<file path="config.mk">
export PLATFORM = sky130hd
export DESIGN_NAME = free_run_and_interval_timer
export DESIGN_NICKNAME = d
export VERILOG_FILES = /design/src/hdl/free_run_timer_pkg.sv /design/src/hdl/free_run_and_interval_timer.sv
export SDC_FILE = /design/constraint.sdc
export NUM_CORES = 1
export LEC_CHECK = 0
export BUFFER_PORTS_ARGS = -buffer_cell sky130_fd_sc_hd__buf_4
export CAP_MARGIN = 20
export CORE_UTILIZATION = 59
export CTS_CLUSTER_DIAMETER = 120
export DETAILED_ROUTE_END_ITERATION = 10
export GPL_ROUTABILITY_DRIVEN = 0
export GPL_TIMING_DRIVEN = 0
export HOLD_SLACK_MARGIN = 0.1
export PLACE_DENSITY = 0.84
export SYNTH_ARGS = -nofsm -noshare
export SYNTH_HDL_FRONTEND = slang
export SYNTH_SLANG_ARGS = --single-unit
</file>
<file path="constraint.sdc">
create_clock -name sys_clk -period 3.2 [get_ports sys_clk]
set_input_delay 0.48 -clock sys_clk [delete_from_list [all_inputs] [get_ports sys_clk]]
set_output_delay 0.48 -clock sys_clk [all_outputs]
set_load 0.01 [all_outputs]
</file>
<file path="src/hdl/free_run_timer_pkg.sv">
// Constants shared by the free-running and interval timer block.
package free_run_timer_pkg;

    // Register word indices; the byte address on the bus is four times the index.
    localparam int IDX_W = 8;
    localparam logic [7:0] IDX_FR_LOW = 8'h20;
    localparam logic [7:0] IDX_FR_HIGH = 8'h21;
    localparam logic [7:0] IDX_IV_LOW = 8'h26;
    localparam logic [7:0] IDX_IV_HIGH = 8'h27;
    localparam logic [7:0] IDX_RL_LOW = 8'h28;
    localparam logic [7:0] IDX_RL_HIGH = 8'h29;
    localparam logic [7:0] IDX_POSTED = 8'h30;
    localparam logic [7:0] IDX_CONTROL = 8'h31;

    // Counter widths.
    localparam int FR_W = 16;
    localparam int IV_W = 12;
    localparam int IV_HI_W = IV_W - 8;

    // Posted interrupt bit positions in posted_interrupt_clear.
    localparam int POST_TICK = 0;
    localparam int POST_WRAP = 1;
    localparam int POST_IVL = 2;
    localparam int POST_N = 3;

    // Control register fields.
    localparam int CTRL_FR_EN = 0;
    localparam int CTRL_IV_EN = 1;
    localparam int CTRL_W = 2;
    localparam int STAT_TCLK = 7;

    // Reset values.
    localparam logic [15:0] FR_RESET = 16'h0000;
    localparam logic [11:0] IV_RESET = 12'h000;
    localparam logic [7:0] BYTE_RESET = 8'h00;
    localparam logic [1:0] CTRL_RESET = 2'h3;
    localparam logic [2:0] POST_RESET = 3'h0;

    // Timer source and tick period; the tick falls every TICK_COUNTS timer edges.
    localparam int TIMER_CLK_KHZ = 4000;
    localparam int TICK_PERIOD_US = 1024;
    localparam int TICK_COUNTS = TICK_PERIOD_US * TIMER_CLK_KHZ / 1000;
    localparam int TICK_BITS = $clog2(TICK_COUNTS);

    // Pin synchroniser depth for the timer source.
    localparam int SYNC_STAGES = 3;

endpackage

</file>
<file path="src/hdl/free_run_and_interval_timer.sv">
// Free-running 16-bit timer and 12-bit interval timer with a classic Wishbone slave.
//
// Decided for this implementation: the Wishbone register port.
`timescale 1ns/10ps
`default_nettype none

module free_run_and_interval_timer (
    input wire logic sys_clk, // System clock, 50 MHz.
    input wire logic reset_n, // Synchronous reset, active low.
    input wire logic [9:0] wb_adr_i, // Wishbone byte address.
    input wire logic [31:0] wb_dat_i, // Wishbone write data.
    output logic [31:0] wb_dat_o, // Wishbone read data.
    input wire logic wb_we_i, // Wishbone write enable.
    input wire logic [3:0] wb_sel_i, // Wishbone byte selects.
    input wire logic wb_cyc_i, // Wishbone cycle.
    input wire logic wb_stb_i, // Wishbone strobe.
    output logic wb_ack_o, // Wishbone acknowledge.
    input wire logic timerClk, // Asynchronous 4/6 MHz timer source pin.
    input wire logic [free_run_timer_pkg::POST_N-1:0] irqTaken, // Interrupt taken pulses.
    output logic tickIrq, // Posted 1024 us tick interrupt.
    output logic wrapIrq, // Posted free-running wrap interrupt.
    output logic intervalIrq // Posted interval timer interrupt.
);
    import free_run_timer_pkg::*;

    // Timer source synchroniser and its filtered level.
    logic [SYNC_STAGES-1:0] tclkSync_r;
    logic tclkLevel_r;
    logic tclkAgree;
    logic timerRise;
    logic tclkNew;

    // Bus side.
    logic ack_r;
    logic [31:0] datOut_r;
    logic take;
    logic writeLow;
    logic [IDX_W-1:0] wordIdx;
    logic [7:0] wrByte;
    logic [7:0] readByte;
    logic readTake;

    // Register decodes.
    logic rdFrLow;
    logic rdIvLow;
    logic wrFrLow;
    logic wrFrHigh;
    logic wrRlLow;
    logic wrRlHigh;
    logic wrPosted;
    logic wrControl;

    // Read selection.
    logic atFrLow;
    logic atFrHigh;
    logic atIvLow;
    logic atIvHigh;
    logic atRlLow;
    logic atRlHigh;
    logic atPosted;
    logic atControl;
    logic [7:0] ivHoldByte;
    logic [7:0] reloadHighByte;
    logic [7:0] postedByte;
    logic [7:0] controlByte;

    // Free-running counter state.
    logic [FR_W-1:0] frCount_r;
    logic [FR_W-1:0] frCount_nxt;
    logic [7:0] frHold_r;
    logic [7:0] frWrLow_r;
    logic frEn;
    logic frStep;
    logic tickEvent;
    logic wrapEvent;
    logic [FR_W-1:0] frLoad;
    logic tickCarry;
    logic wrapCarry;

    // Interval timer state.
    logic [IV_W-1:0] ivCount_r;
    logic [IV_W-1:0] ivCount_nxt;
    logic [IV_HI_W-1:0] ivHold_r;
    logic [IV_W-1:0] reload_r;
    logic [7:0] rlLowStage_r;
    logic ivEn;
    logic ivStep;
    logic ivTerminal;
    logic ivAtZero;

    // Control and posted events.
    logic [CTRL_W-1:0] ctrl_r;
    logic [POST_N-1:0] posted_r;
    logic [POST_N-1:0] postSet;
    logic [POST_N-1:0] postClr;
    logic [POST_N-1:0] wrClr;

    // True when the current request is taken and addresses the given register.
    function automatic logic regHit(input logic [IDX_W-1:0] idx, input logic [IDX_W-1:0] at,
                                    input logic req);
        regHit = req && (at == idx);
    endfunction

    // timer source crossing
    // The pin passes three flops; the level moves only when the last two agree,
    // so a glitch shorter than one system clock never counts as a timer edge.
    always_ff @(posedge sys_clk) begin
        if (!reset_n) begin
            tclkSync_r <= '0;
        end else begin
            tclkSync_r <= {tclkSync_r[SYNC_STAGES-2:0], timerClk};
        end
    end

    assign tclkNew = tclkSync_r[SYNC_STAGES-1];
    assign tclkAgree = (tclkNew == tclkSync_r[SYNC_STAGES-2]);
    // Each source level must last two system clocks to be seen, which bounds the
    // source at a quarter of the system rate; faster edges merge and are lost.
    assign timerRise = tclkAgree && tclkNew && !tclkLevel_r;

    // The level clears to the idle low of the pin, so leaving reset makes no false edge.
    always_ff @(posedge sys_clk) begin
        if (!reset_n) begin
            tclkLevel_r <= 1'b0;
        end else if (tclkAgree) begin
            tclkLevel_r <= tclkSync_r[SYNC_STAGES-1];
        end
    end

    // Bus decode. A request is taken once; the acknowledge then blocks a second
    // take of the same request, so read side effects happen exactly once.
    assign take = wb_cyc_i && wb_stb_i && !ack_r;
    // Address bits 1:0 are ignored; each register sits in a word of its own.
    assign wordIdx = wb_adr_i[IDX_W+1:2];
    // Only byte lane 0 carries data; a write without it is acknowledged and ignored.
    assign wrByte = wb_dat_i[7:0];
    assign writeLow = take && wb_we_i && wb_sel_i[0];
    assign readTake = take && !wb_we_i;

    assign rdFrLow = regHit(IDX_FR_LOW, wordIdx, readTake);
    assign rdIvLow = regHit(IDX_IV_LOW, wordIdx, readTake);
    assign wrFrLow = regHit(IDX_FR_LOW, wordIdx, writeLow);
    assign wrFrHigh = regHit(IDX_FR_HIGH, wordIdx, writeLow);
    assign wrRlLow = regHit(IDX_RL_LOW, wordIdx, writeLow);
    assign wrRlHigh = regHit(IDX_RL_HIGH, wordIdx, writeLow);
    assign wrPosted = regHit(IDX_POSTED, wordIdx, writeLow);
    assign wrControl = regHit(IDX_CONTROL, wordIdx, writeLow);

    // Read selection. Every source is an operand of the assignment itself, so the
    // selected byte follows the counters while the address stands still.
    assign atFrLow = (wordIdx == IDX_FR_LOW);
    assign atFrHigh = (wordIdx == IDX_FR_HIGH);
    assign atIvLow = (wordIdx == IDX_IV_LOW);
    assign atIvHigh = (wordIdx == IDX_IV_HIGH);
    assign atRlLow = (wordIdx == IDX_RL_LOW);
    assign atRlHigh = (wordIdx == IDX_RL_HIGH);
    assign atPosted = (wordIdx == IDX_POSTED);
    assign atControl = (wordIdx == IDX_CONTROL);

    // Reserved bits and unmapped words read as zero.
    assign ivHoldByte = {{(8 - IV_HI_W){1'b0}}, ivHold_r};
    assign reloadHighByte = {{(8 - IV_HI_W){1'b0}}, reload_r[IV_W-1:8]};
    assign postedByte = {{(8 - POST_N){1'b0}}, posted_r};
    assign controlByte = {tclkLevel_r, {(7 - CTRL_W){1'b0}}, ctrl_r};
    assign readByte = atFrLow ? frCount_r[7:0] :
                      atFrHigh ? frHold_r :
                      atIvLow ? ivCount_r[7:0] :
                      atIvHigh ? ivHoldByte :
                      atRlLow ? rlLowStage_r :
                      atRlHigh ? reloadHighByte :
                      atPosted ? postedByte :
                      (atControl ? controlByte : BYTE_RESET);

    // The acknowledge comes from a flop, so every access is answered one cycle
    // after its take and ack never loops back into the master's strobe logic.
    always_ff @(posedge sys_clk) begin
        if (!reset_n) begin
            ack_r <= 1'b0;
        end else begin
            ack_r <= take;
        end
    end

    // Read data stands from the acknowledge until the next take; writes return zero.
    always_ff @(posedge sys_clk) begin
        if (!reset_n) begin
            datOut_r <= 32'h0;
        end else if (take) begin
            datOut_r <= wb_we_i ? 32'h0 : {24'h0, readByte};
        end
    end

    assign wb_ack_o = ack_r;
    assign wb_dat_o = datOut_r;

    // Both timers run from reset. Clearing an enable freezes that counter with its
    // value kept; bit 7 still shows the synchronised source level for diagnosis.
    always_ff @(posedge sys_clk) begin
        if (!reset_n) begin
            ctrl_r <= CTRL_RESET;
        end else if (wrControl) begin
            ctrl_r <= wrByte[CTRL_W-1:0];
        end
    end

    assign frEn = ctrl_r[CTRL_FR_EN];
    assign ivEn = ctrl_r[CTRL_IV_EN];

    // free-running count
    // A software load wins over a timer edge in the same cycle; that edge is lost.
    assign frStep = frEn && timerRise && !wrFrHigh;
    assign frLoad = {wrByte, frWrLow_r};
    assign frCount_nxt = wrFrHigh ? frLoad :
                         (frStep ? frCount_r + FR_W'(1) : frCount_r);

    // Both periods assume the 4 MHz source; a 6 MHz source shortens them in
    // proportion, which software must allow for.
    assign tickCarry = (frCount_r[TICK_BITS-1:0] == {TICK_BITS{1'b1}});
    assign wrapCarry = (frCount_r == {FR_W{1'b1}});
    assign tickEvent = frStep && tickCarry;
    assign wrapEvent = frStep && wrapCarry;

    always_ff @(posedge sys_clk) begin
        if (!reset_n) begin
            frCount_r <= FR_RESET;
        end else begin
            frCount_r <= frCount_nxt;
        end
    end

    // Writing the high byte alone loads it over whatever low byte was staged last.
    // low byte staging
    always_ff @(posedge sys_clk) begin
        if (!reset_n) begin
            frWrLow_r <= BYTE_RESET;
        end else if (wrFrLow) begin
            frWrLow_r <= wrByte;
        end
    end

    // A high read with no low read before it returns the byte captured last time.
    // capture high byte
    always_ff @(posedge sys_clk) begin
        if (!reset_n) begin
            frHold_r <= BYTE_RESET;
        end else if (rdFrLow) begin
            frHold_r <= frCount_r[15:8];
        end
    end

    // reload staging
    // The low byte waits in a stage and both halves take effect with the nibble,
    // so the interval timer never reloads from a half-written value.
    always_ff @(posedge sys_clk) begin
        if (!reset_n) begin
            rlLowStage_r <= BYTE_RESET;
        end else if (wrRlLow) begin
            rlLowStage_r <= wrByte;
        end
    end

    always_ff @(posedge sys_clk) begin
        if (!reset_n) begin
            reload_r <= IV_RESET;
        end else if (wrRlHigh) begin
            reload_r <= {wrByte[IV_HI_W-1:0], rlLowStage_r};
        end
    end

    // count down and reload
    // The period is reload plus one timer edges; a reload of zero fires on every edge.
    // A new reload is used at the next terminal count; the running count is left alone.
    assign ivStep = ivEn && timerRise;
    assign ivAtZero = (ivCount_r == IV_RESET);
    assign ivTerminal = ivStep && ivAtZero;
    assign ivCount_nxt = ivTerminal ? reload_r :
                         (ivStep ? ivCount_r - IV_W'(1) : ivCount_r);

    always_ff @(posedge sys_clk) begin
        if (!reset_n) begin
            ivCount_r <= IV_RESET;
        end else begin
            ivCount_r <= ivCount_nxt;
        end
    end

    // The nibble is captured with the low read so a borrow between reads cannot tear it.
    // latch upper nibble
    always_ff @(posedge sys_clk) begin
        if (!reset_n) begin
            ivHold_r <= '0;
        end else if (rdIvLow) begin
            ivHold_r <= ivCount_r[IV_W-1:8];
        end
    end

    assign postSet[POST_TICK] = tickEvent;
    assign postSet[POST_WRAP] = wrapEvent;
    assign postSet[POST_IVL] = ivTerminal;

    // sticky posted bits
    // Writing a one leaves a bit alone, and a new event beats a clear in the same cycle.
    assign wrClr = wrPosted ? ~wrByte[POST_N-1:0] : '0;
    genvar gi;
    generate
        for (gi = 0; gi < POST_N; gi++) begin : g_post
            assign postClr[gi] = wrClr[gi] || irqTaken[gi];
            always_ff @(posedge sys_clk) begin
                if (!reset_n) begin
                    posted_r[gi] <= POST_RESET[gi];
                end else begin
                    posted_r[gi] <= postSet[gi] || (posted_r[gi] && !postClr[gi]);
                end
            end
        end
    endgenerate

    // Posted bits drive the interrupt lines directly; masking lives outside this block.
    assign tickIrq = posted_r[POST_TICK];
    assign wrapIrq = posted_r[POST_WRAP];
    assign intervalIrq = posted_r[POST_IVL];

endmodule

`default_nettype wire

</file>
---- Word-level counts from Yosys, hierarchy flattened ----
Index checks and enable logic that the tools add are counted.
cells by class
  add/sub/neg operators ................... 2
  equal/unequal tests ..................... 11
  multiplexer cells ....................... 14
  bitwise gates (word level) .............. 1
  reduce and logical (&&, ||, !) cells .... 40
operators with widths
  cell                                                 number
  2-to-1 mux 8 bit                                     9
  equality test 8 x 6 -> 1 bit, second input constant  8
  2-to-1 mux 16 bit                                    2
  logical AND 1 bit                                    24
  2-to-1 mux 12 bit                                    2
  adder 16 x 1 -> 16 bit, second input constant        1
  equality test 16 bit, second input constant          1
  equality test 12 bit, second input constant          1
  logical NOT 12 bit                                   1
  subtractor 12 x 1 -> 12 bit, second input constant   1
  logical NOT 1 bit                                    7
  logical OR 1 bit                                     6
  nonzero test 2 bit                                   2
  2-to-1 mux 3 bit                                     1
  NOT 3 bit                                            1
  equality test 1 bit                                  1
word-level totals
  register bits ........................... 110
  bits of input ports ..................... 55
  output and inout port bits .............. 36
  word-level logic and storage cells ...... 83

---- Longest topological paths before layout ----
Gate-level depths: netlist (run 1).
  depth after elaboration ................. 10
  gate-level depth with buffers ........... 8
  depth with buffers taken out ............ 7

---- Least setup slack after synthesis (run 1) ----
OpenSTA, ideal clock, no wires.
  path type ............................... input to register
  from .................................... input wb_adr_i[6]
  to ...................................... register reload_r[10]
  library setup time ...................... 0.128 ns
  arrival ................................. 1.883 ns
  data required time ...................... 3.072 ns
  setup slack ............................. 1.190 ns
  cell stages on the path ................. 8
  cell sequence ........................... buf_6 or4b_4 nor2_1 and3_1 buf_6 buf_12 mux2i_1 nor2_1
on the way
  cells in the longest elaborated chain, start to end .. 2
RTL lines
  what                          line                                source
  start, declared               free_run_and_interval_timer.sv:10   input wire logic [9:0] wb_adr_i,
  equality test 8 x 6 -> 1 bit  free_run_and_interval_timer.sv:101  regHit = req && (at == idx);
  logical AND 1 bit             free_run_and_interval_timer.sv:101
  end signal, assigned          free_run_and_interval_timer.sv:266  reload_r <= {wrByte[IV_HI_W-1:0], rlLowStage_r};
  end, declared                 free_run_and_interval_timer.sv:84   logic [IV_W-1:0] reload_r;
No other way between the ends.
A chain may end at the register's enable or synchronous reset.

---- Final worst setup path (run 1) ----
  from .................................... register ivCount_r[1]
  to ...................................... register ivCount_r[0]
on the way
  cells in the longest elaborated chain, start to end .. 3
RTL lines
  what                                                            line                                source
  start, declared                                                 free_run_and_interval_timer.sv:81   logic [IV_W-1:0] ivCount_r;
  start signal, assigned                                          free_run_and_interval_timer.sv:283  ivCount_r <= ivCount_nxt;
  logical NOT 12 bit *                                            free_run_and_interval_timer.sv:274  assign ivAtZero = (ivCount_r == IV_RESET);
  logical AND 1 bit *                                             free_run_and_interval_timer.sv:275  assign ivTerminal = ivStep && ivAtZero;
  2-to-1 mux 12 bit / nonzero test 2 bit (equally long branches)  --
Mark *: on every way between the ends. The rest lies on a longest branch, timed or not.

==> summary.txt, run 1 <==
Worst setup path
  – Reg2Reg Depth: 8
  – Crit Path Max Fanout: 10
  – Crit. End Element: flip-flop
  – Crit path cell chain: inv_1, ha_1, nor3b_1, nand4_2, clkbuf_1, o211ai_1, nand2_1, a21oi_1
  – Crit Path Category: reg2reg
  – R2R Setup Slk: 0.95 ns
  – Slowest-stage cell, CP: nor3b_1
  – R2r endpoint: ivCount_r[0]$_SDFFE_PN0P_
  – CP Launch Type: flip-flop
  – Worst reg2reg startpoint: ivCount_r[1]$_SDFFE_PN0P_
  – Slowest cell delay on critical path: between 0.3 and 0.4 ns
  – Worst EP arrival: 2.55 ns
  – WP data required: 3.50 ns

Timing
  – Least-Margin Pin Slew: 0.8664 ns
  – Setup tns final: 0 ns
  – Fin. Hold Viols: 0
  – Worst hold-check slack: 0.3276 ns
  – Post-route minimum period: 2.246 ns
  – Slew margin rel.: 41.43%
  – Final setup fails: 0
  – Final period util: 70.19%
  – Slew Limit Fails: 0
  – RSZ-0062 raised after global routing: no
  – Max Clk Rate: 0.4452 GHz
  – Clock Skew: 0.01467 ns

Drt
  – WL/cell: approximately 17 um
  – DR vias/cell: 5.988
  – DR pass1 iterations: 6
  – Iter 0 DRT Violations: 463
  – Routed Antenna Nets: 0
  – DRC Markers: 0
  – Routed WL: 12,020 um
  – Vias: 4,144

Synth
  – Yosys top cell by area: dfxtp_1
  – Synthesized area per cell: 8.549 um2
  – Async set-or-reset flop fraction in the synthesized netlist: 0%
  – Post-Synthesis Cell Area: 4437 um2
  – Prevailing post-synth register cell: dfxtp_1
  – Synth cell types: 69
  – Post-synth EDFFs: 0
  – Sequential share of the synthesized area: 38.80%
  – Yosys Warn Count: 0
  – Top cells by area, synth: dfxtp_1 (39%), mux2i_1 (9.2%), a21oi_1 (4.9%)
  – #FFs+latches synth: between 80 and 90
  – Share of the synthesized area in the top cell type: 38.80%
  – Post-Synthesis Cells: 519

Cells and area
  – Cell area after layout: 5141 um2
  – Count of nets after finishing: 646
  – Non-filler cells, final: 692
  – Leading cell type in the layout, fill and taps excluded: dfxtp_1
  – Most frequent cells in the layout: dfxtp_1 (86), buf_4 (60), nor2_1 (54)
  – Synth-to-Final Area Change: 15.88%
  – # diodes: 0
  – Ratio of cells with drive above 1 in the final layout: 17.54%

CTS
  – H-tree depth: 3
  – Buffers inserted by post-CTS timing repair: 0
  – Clk pin slew, worst setup/hold paths: 0.09 ns
  – CTS Hold Bufs: 0
  – Clk sinks: 86
  – Root Buffer: clkbuf_8
  – Resized cells post-CTS: 0
  – CTS tree: done
  – CTS Buffer Depth: 2
  – Clk_lat worst skew: 0.37 ns
  – Num CTS Buffers: 9

Die
  – DIE HEIGHT: 88.72 um
  – Die area: 7870 um2
  – Die X: 88.72 um
  – Initial core utilization: 61.17%
  – I/O pins: just over 90
  – CORE AREA: 7253 um2
  – Cell Rows: 31

Hold path
  – Worst Hold Depth: 2
  – HP Start: timerClk
  – Hold Path Sink: tclkSync_r[0]$_SDFF_PN0_
  – HP Class: in2reg

GRT
  – Tot GR Track Use: roughly a third
  – GR Overflow Total: 0
  – Largest net degree at the start of global routing: 16
  – Initial antenna violation count: 0
  – Vias in the first global route: 3,723
  – First-pass GRT wire length: 18,670 um

Run status
  – Status: completed

Power
  – Peak VDD IR: 0.0003016 V
  – Static Leak: 2.030 nW
  – Cell Pwr Density: between 400 and 500 nW/um2

Place
  – Post-DP Area: between 4000 and 5000 um2
  – Detailed-placement wirelength estimate: ~8800 um
  – Port bufs: 35
  – Placed cells: just under 700

Run
  – Max-Cap Viols: 0
[worst max-delay path by stage]
| stage | startpoint | to | slack, ns | cells past startpoint |
|---|---|---|---|---|
| final | ivCount_r[1]$_SDFFE_PN0P_ | ivCount_r[0]$_SDFFE_PN0P_ | 0.95 | 8 |
| after CTS | ivCount_r[1]$_SDFFE_PN0P_ | ivCount_r[0]$_SDFFE_PN0P_ | 0.98 | 8 |
| after global routing | ivCount_r[1]$_SDFFE_PN0P_ | ivCount_r[0]$_SDFFE_PN0P_ | 0.77 | 8 |
| after global placement | wb_adr_i[3] | frWrLow_r[7]$_SDFFE_PN0P_ | 0.84 | 7 |
| after detailed placement | wb_adr_i[3] | frWrLow_r[1]$_SDFFE_PN0P_ | 0.76 | 7 |
| after floorplan | wb_adr_i[6] | reload_r[10]$_SDFFE_PN0P_ | 1.19 | 8 |
[where the power goes]
part / leakage (nW) / internal, W / switching, W
logic: 1.22 / 0.0000674 / 0.000102
clock network: 0.113 / 0.000466 / 0.000411
registers: 0.693 / 0.00107 / 0.00000298
[synthesized netlist by cell type, types with 3 or more instances]
library cell and count:
a211oi_1 6, a21oi_1 43, a221oi_1 3, a32oi_1 3, and2_1 4, and3_1 6
buf_2 5, buf_4 25, clkbuf_1 20, dfxtp_1 86, ha_1 3, inv_1 14
mux2i_1 41, nand2_1 49, nand2b_1 4, nand3_1 22, nand3b_1 6, nand4_1 3
nor2_1 54, nor2b_1 5, nor3_1 6, nor4_2 4, nor4b_1 3, o21ai_0 25
o221ai_1 3, o22ai_1 3, o311ai_0 4, o32ai_1 3, xnor2_1 10, xor2_1 6
[registers in the layout, indices dropped and copies added (netlist names)]
register and cells:
reload_r 12, ivCount_r 12, tclkLevel_r 1, wrapIrq 1, rlLowStage_r 8, ivHold_r 4
frHold_r 8, ctrl_r 2, tclkSync_r 3, intervalIrq 1, frWrLow_r 8, frCount_r 16
wb_ack_o 1, tickIrq 1, wb_dat_o 8
[cells by family after synthesis]
group	count (synthesis)	synth area share, %
AO/OA/AOI/OAI	110	15.43
XOR/XNOR	16	3.158
adder cells (fa/ha/maj)	3	0.8461
buffers and inverters	69	8.798
flip-flops	86	38.80
multiplexers	43	9.757
other	1	0.08452
AND/OR/NAND/NOR	191	23.13
[worst max-delay path: cells and delay by family (launching register included)]
family | cells | cell delay (ns)
simple gates | 3 | 0.79
flops | 1 | 0.35
fa+ha+maj | 1 | 0.20
buf+inv | 2 | 0.47
compound gates | 2 | 0.37
[through the flow]
step	setup WS (ns)	power (W)	util, %
2_1_floorplan	1.190	0.001205	-
3_3_place_gp	0.8358	0.001261	67.69
3_5_place_dp	0.7557	0.001264	67.69
4_1_cts	0.9843	0.002118	70.88
5_1_grt	0.7705	0.002178	70.88
6_report	0.9539	0.002122	70.88
[layer usage]
| metal | track usage [%] | wire length (um) |
|---|---|---|
| met5 | 0 | 0 |
| met3 | 7.276 | 1247 |
| met2 | 48.67 | 5472 |
| met4 | 16.72 | 409 |
| met1 | 42.31 | 4890 |
[area by class of cell]
cell class / count / area, um2
multi-input combinational: 387 / 2411
fill: 588 / 2112
buffer: 54 / 334.1
inverter: 15 / 56.30
clock buffer: 10 / 137.6
tap: 99 / 123.9
sequential: 86 / 1722
timing repair buffer: 35 / 262.8
clock inverter: 6 / 93.84
No activity file was read; power rests on OpenSTA's default activity.
==> run 2, diff against run 1 <==
--- a/config.mk
+++ b/config.mk
@@ -7,13 +7,13 @@
 export LEC_CHECK = 0
 export BUFFER_PORTS_ARGS = -buffer_cell sky130_fd_sc_hd__buf_4
 export CAP_MARGIN = 20
-export CORE_UTILIZATION = 59
+export CORE_UTILIZATION = 55
 export CTS_CLUSTER_DIAMETER = 120
 export DETAILED_ROUTE_END_ITERATION = 10
 export GPL_ROUTABILITY_DRIVEN = 0
 export GPL_TIMING_DRIVEN = 0
 export HOLD_SLACK_MARGIN = 0.1
-export PLACE_DENSITY = 0.84
+export PLACE_DENSITY = 0.79
 export SYNTH_ARGS = -nofsm -noshare
 export SYNTH_HDL_FRONTEND = slang
 export SYNTH_SLANG_ARGS = --single-unit
==> constraint.sdc (replaced) <==
create_clock -name sys_clk -period 2.3 [get_ports sys_clk]
set_input_delay 0.345 -clock sys_clk [delete_from_list [all_inputs] [get_ports sys_clk]]
set_output_delay 0.345 -clock sys_clk [all_outputs]
set_load 0.01 [all_outputs]
==> run 2 against run 1 <==
Effect of this change:
- global-route usage shrank 2.3 points
- final area shrank 0.46%
- worst hold slack lost 0.13 ns
- utilization shrank 5.0 points
- worst setup slack lost 0.73 ns
- count of clock-buffer cells in the layout shrank 1
- cell count grew 0.43%
- combinational power grew 38%
- wire length shrank 0.52%
- via count shrank 0.65%
==> summary.txt, run 2 (synthesis gave the netlist of run 1 again) <==
Worst setup path
  – WP data required: 2.53 ns (-0.97 ns)
  – Worst EP arrival: 2.30 ns (-0.25 ns)
  – Worst reg2reg startpoint: tclkSync_r[2]$_SDFF_PN0_
  – Critical path origin: tclkSync_r[2]$_SDFF_PN0_
  – Slowest cell delay on critical path: 0.49 ns (+0.11 ns)
  – Worst path buffer plus inverter count: 1 (-1)
  – Slowest-stage cell, CP: or4_1
  – Crit path cell chain: ha_1, nand4b_4, or4_1, buf_2, nor3_1, xnor2_1, a21oi_1
  – CP Launch Type: flip-flop
  – Cell family with most CP delay: simple AND/OR/NAND/NOR gates
  – Crit Path Max Fanout: 5 (-5)
  – Crit. End Element: flip-flop
  – Crit Path Category: reg2reg

Power
  – Clk pwr share: 38.5% (-2.8 points)
  – Flop pwr share: 53.2% (+2.5 points)
  – Switching power: 0.0007191 W (+39%)
  – Static Leak: 2.021 nW (-0.42%)
  – Cell-internal power: 0.002092 W (+30%)
  – Combinational power share: 8.3% (+0.3 points)
  – Peak VDD IR: 0.0004183 V (+39%)
  – Cell Pwr Density: 549.3 nW/um2 (+33%)
  – Sw frac: 25.58% (+1.3 points)

Timing
  – Post-route minimum period: 2.072 ns (-0.1744 ns)
  – Final setup fails: 0 (unchanged)
  – Final period util: 90.08% (+20 points)
  – Setup tns final: 0 ns (unchanged)
  – RSZ-0062 raised after global routing: no
  – Least-Margin Pin Slew: 0.8463 ns (-0.02003 ns)
  – Fin. Hold Viols: 0 (unchanged)
  – Slew Limit Fails: 0 (unchanged)
  – Slew margin rel.: 42.78% (+1.4 points)
  – Clock Skew: 0.01797 ns (+0.003303 ns)
  – Max Clk Rate: 0.4827 GHz (+8.4%)
  – PnR worst setup slack: 0.2283 ns (-0.7256 ns)

Cells and area
  – Leading cell type in the layout, fill and taps excluded: dfxtp_1
  – Synth-to-Final Area Change: 15.34%
  – Count of nets after finishing: 646 (unchanged)
  – Ratio of cells with drive above 1 in the final layout: 17.88% (+0.34 points)
  – # diodes: 0 (unchanged)
  – Most frequent cells in the layout: dfxtp_1 (86), buf_4 (60), nor2_1 (54)
  – Max reg flops: 16 (unchanged)
  – Most flops, register: frCount_r
  – Largest registers: frCount_r x16, ivCount_r x12, reload_r x12

GRT
  – First-pass GRT wire length: 19,150 um (+2.6%)
  – Tot GR Track Use: 29.71% (-2.3 points)
  – Vias in the first global route: 3,762 (+1.0%)
  – GR Overflow Total: 0 (unchanged)
  – Largest net degree at the start of global routing: 16 (unchanged)
  – Initial antenna violation count: 0 (unchanged)

Run status
  – Status: completed

Die
  – Die X: 91.82 um (+3.5%)
  – Initial core utilization: 57.12% (-4.0 points)
  – DIE HEIGHT: 91.82 um (+3.5%)
  – Cell Rows: 32 (+3.2%)
  – CORE AREA: 7767 um2 (+7.1%)
  – Die area: 8430 um2 (+7.1%)
  – I/O pins: 91 (unchanged)

Drt
  – DR pass1 iterations: 5 (-1)
  – DR vias/cell: 5.924 (-1.1%)
  – Vias: 4,117 (-0.65%)
  – Iter 0 DRT Violations: 499 (+7.8%)
  – WL/cell: 17.20 um (-0.95%)
  – Routed WL: 11,960 um (-0.52%)
  – DRC Markers: 0 (unchanged)
  – Routed Antenna Nets: 0 (unchanged)

Run
  – Max-Cap Viols: 0 (unchanged)

CTS
  – Num CTS Buffers: 9 (unchanged)
  – Resized cells post-CTS: 0 (unchanged)
  – CTS Hold Bufs: 0 (unchanged)
  – CTS tree: done
  – Clk sinks: 86 (unchanged)
  – Clk pin slew, worst setup/hold paths: 0.09 ns (about the same)
  – Root Buffer: clkbuf_8
  – Clk_lat worst skew: 0.36 ns (about the same)
  – Buffers inserted by post-CTS timing repair: 0 (unchanged)
  – H-tree depth: 3 (unchanged)
  – CTS Buffer Depth: 2 (unchanged)

Hold path
  – HP Start: timerClk
  – HP Class: in2reg

Place
  – Detailed-placement wirelength estimate: 8921 um (+1.5%)
  – Setup WS pre-CTS: 0.03981 ns (-0.7159 ns)
  – Port bufs: 35 (unchanged)
## run 2: cell types whose count changed in the layout (fill, tap and decap cells not counted)
cell       before  now
clkbuf_2        0    1
bufinv_16       2    1
nor3b_2         0    1
clkbuf_1       20   19
clkbuf_8       10    9
nor3b_1         2    1
clkinv_2        0    2
## run 2: cell type report
class	count	area, um2
fillers	654	2650
multi-input cells	387	2416
flip-flops and latches	86	1722
plain buffers	54	335.3
repair buffers	35	262.8
well taps	102	127.6
clock buffers	9	123.9
clock inverters	7	73.82
inverters	15	56.30
## run 2: stage by stage
step / power [W] / instances / hold slack (ns) / area, um2 / utilization [%]
floorplan: 0.001676 / 542 / 0.4119 / 4523 / -
CTS: 0.002808 / 695 / 0.1900 / 5111 / 65.80
global placement: 0.001755 / 679 / 0.4194 / 4913 / 63.26
detailed placement: 0.001757 / 679 / 0.4217 / 4913 / 63.26
finish: 0.002811 / 695 / 0.1947 / 5117 / 65.88
global route: 0.002908 / 695 / 0.1930 / 5117 / 65.88
## run 2: final timing paths
kind | end | cells after the start | slack [ns]
hold / removal | tclkSync_r[0]$_SDFF_PN0_ | 2 | 0.19
setup reg to reg | frCount_r[11]$_SDFFE_PN0P_ | 7 | 0.23
setup / recovery | frCount_r[11]$_SDFFE_PN0P_ | 7 | 0.23
hold reg to reg | tclkSync_r[1]$_SDFF_PN0_ | 1 | 0.44
## run 2: per-layer routing
metal / track usage [%] / share of wire [%] / routed length (um)
met2: 47.18 / 45 / 5410
met4: 11.46 / 2.7 / 321
met3: 4.975 / 9.5 / 1134
met1: 40.42 / 43 / 5090
met5: 0 / 0 / 0
## run 2: power groups by stage
stage	sequential (W)	clock [W]	combinational [W]
2_1_floorplan	0.00153	0	0.000146
3_3_place_gp	0.00153	0	0.000223
3_5_place_dp	0.00153	0	0.000226
4_1_cts	0.00150	0.00109	0.000227
5_1_grt	0.00150	0.00116	0.000251
6_report	0.00150	0.00108	0.000233
==> run 3, diff against run 2 <==
--- a/config.mk
+++ b/config.mk
@@ -13,7 +13,7 @@
 export GPL_ROUTABILITY_DRIVEN = 0
 export GPL_TIMING_DRIVEN = 0
 export HOLD_SLACK_MARGIN = 0.1
-export PLACE_DENSITY = 0.79
+export PLACE_DENSITY = 0.76
 export SYNTH_ARGS = -nofsm -noshare
 export SYNTH_HDL_FRONTEND = slang
 export SYNTH_SLANG_ARGS = --single-unit
==> run 3 against run 2 <==
Effect of this change:
- clock power increased by 11%
- worst setup slack got worse by 0.065 ns
- die area unchanged
- critical endpoint is now ivCount_r[9]$_SDFFE_PN0P_
- wire length increased by 0.60%
- sequential power about the same
- fmax decreased by 3.0%
- highest routed layer unchanged
- via count decreased by 2.3%
- clock skew decreased by 0.0050 ns
- utilization increased by 0.23 points
- critical path depth unchanged
- sequential share of layout area decreased by 0.11 points
- non-clock buffer count unchanged
- critical path type unchanged
==> summary.txt, run 3 (synthesis gave the netlist of run 1 again) <==
Cells and area
  – Ratio of cells with drive above 1 in the final layout: 17.54% (-0.34 points)
  – Cell area after layout: 5135 um2 (+0.34%)
  – Most frequent cells in the layout: dfxtp_1 (86), buf_4 (60), nor2_1 (54)
  – Synth-to-Final Area Change: 15.74%
  – Multi-input logic area: 2411 um2 (-0.21%)
  – Count of nets after finishing: 646 (unchanged)
  – Largest registers: frCount_r x16, ivCount_r x12, reload_r x12
  – # fillers: 673 (+2.9%)
  – FF/Latch Area: 1722 um2 (unchanged)
  – Most flops, register: frCount_r
  – # diodes: 0 (unchanged)
  – Max reg flops: 16 (unchanged)
  – Leading cell type in the layout, fill and taps excluded: dfxtp_1

Worst setup path
  – Crit Path Category: reg2reg
  – Worst EP arrival: 2.38 ns (+0.08 ns)
  – Crit Path Max Fanout: 8 (+3)
  – CP Launch Type: flip-flop
  – Crit. End Element: flip-flop
  – WP data required: 2.54 ns (about the same)

Drt
  – DR vias/cell: 5.790 (-2.3%)
  – Routed WL: 12,030 um (+0.60%)
  – Iter 0 DRT Violations: 455 (-8.8%)
  – DRC Markers: 0 (unchanged)
  – WL/cell: 17.31 um (+0.60%)
  – DR pass1 iterations: 5 (unchanged)
  – Routed Antenna Nets: 0 (unchanged)
  – Vias: 4,024 (-2.3%)

Place
  – Detailed-placement wirelength estimate: 8957 um (+0.40%)
  – Post-DP Area: 4913 um2 (unchanged)
  – Port bufs: 35 (unchanged)

Timing
  – Final setup fails: 0 (unchanged)
  – Setup tns final: 0 ns (unchanged)
  – Fin. Hold Viols: 0 (unchanged)
  – RSZ-0062 raised after global routing: no
  – Clock Skew: 0.01302 ns (-0.004954 ns)
  – Max Clk Rate: 0.4681 GHz (-3.0%)
  – Slew margin rel.: 44.72% (+1.9 points)
  – Slew Limit Fails: 0 (unchanged)
  – Post-route minimum period: 2.136 ns (+0.06452 ns)
  – Final period util: 92.88% (+2.8 points)
  – Least-Margin Pin Slew: 0.8178 ns (-0.02857 ns)

Hold path
  – HP Class: in2reg

Die
  – Cell Rows: 32 (unchanged)
  – DIE HEIGHT: 91.82 um (unchanged)
  – I/O pins: 91 (unchanged)
  – Die area: 8430 um2 (unchanged)
  – Initial core utilization: 57.12% (unchanged)
  – Die X: 91.82 um (unchanged)
  – CORE AREA: 7767 um2 (unchanged)

GRT
  – Largest net degree at the start of global routing: 16 (unchanged)
  – GR Overflow Total: 0 (unchanged)
  – Met3 Use GR: 5.556% (+0.58 points)
  – Met1 Usage GRT: 41.08% (+0.66 points)
  – Tot GR Track Use: 29.66% (-0.051 points)
  – Global route hottest layer: met2
  – Met2 usage: 44.49% (-2.7 points)
  – First-pass GRT wire length: 19,250 um (+0.51%)
  – Vias in the first global route: 3,731 (-0.82%)
  – Initial antenna violation count: 0 (unchanged)

Power
  – Peak VDD IR: 0.0004759 V (+14%)
  – Static Leak: 2.023 nW (about the same)
  – Cell Pwr Density: 571.2 nW/um2 (+4.0%)

CTS
  – Clk pin slew, worst setup/hold paths: 0.09 ns (about the same)
  – Root Buffer: clkbuf_8
  – H-tree depth: 3 (unchanged)
  – Clk sinks: 86 (unchanged)
  – Clk_lat worst skew: 0.37 ns (about the same)
  – Num CTS Buffers: 9 (unchanged)
  – CTS Buffer Depth: 2 (unchanged)
  – CTS tree: done

Run
  – Max-Cap Viols: 0 (unchanged)

Run status
  – Status: completed
## run 3: repair_timing
action,4_1_cts,5_1_grt
endpoints found under the hold margin,0,0
setup buffers,0,0
gates resized for setup,0,2
hold buffers,0,0
setup endpoints to repair,0,1
## run 3: layer usage
layer / routed length (um) / share of wire, %
met3: 900 / 7.5
met4: 417 / 3.5
met1: 5386 / 45
met5: 0 / 0
met2: 5323 / 44
## run 3: report_power, final
part	total (W)	leakage, nW	internal, W	switching (W)
combinational	0.000236	1.23	0.0000938	0.000142
clock	0.00120	0.104	0.000620	0.000581
sequential	0.00150	0.693	0.00149	0.00000404
total	0.00293	2.02	0.00221	0.000727
## run 3: critical path, stage by stage (launching register included)
cell	delay [ns]
dfxtp_1	0.36
inv_1	0.13
ha_1	0.20
nor3b_1	0.35
nand4_2	0.31
o21ai_0	0.18
a21oi_1	0.10
a2111oi_1	0.38
## run 3: final timing paths
kind                                                 from  slack [ns]                         to  cells past startpoint
worst max-delay path            ivCount_r[1]$_SDFFE_PN0P_        0.16  ivCount_r[9]$_SDFFE_PN0P_                      7
worst min-delay path                             timerClk        0.19   tclkSync_r[0]$_SDFF_PN0_                      2
worst max register to register  ivCount_r[1]$_SDFFE_PN0P_        0.16  ivCount_r[9]$_SDFFE_PN0P_                      7
worst min register to register   tclkSync_r[0]$_SDFF_PN0_        0.44   tclkSync_r[1]$_SDFF_PN0_                      1
## run 3: final cells by class
class	count	share of cell area [%]
sequential	86	33.53
buffer	54	6.530
clock buffer	10	2.485
inverter	15	1.096
clock inverter	6	1.803
tap	102	2.485
multi-input combinational	387	46.95
timing repair buffer	35	5.117
## run 3: metrics by stage
stage,power [W],utilization [%],hold slack [ns],cells,worst slack (ns)
6_report,0.002933,66.11,0.1907,695,0.1638
4_1_cts,0.002931,66.09,0.1768,695,0.1616
2_1_floorplan,0.001676,-,0.4119,542,0.4247
3_3_place_gp,0.001756,63.26,0.4168,679,0.06041
5_1_grt,0.003028,66.11,0.1673,695,0.05429
3_5_place_dp,0.001760,63.26,0.4219,679,0.04299
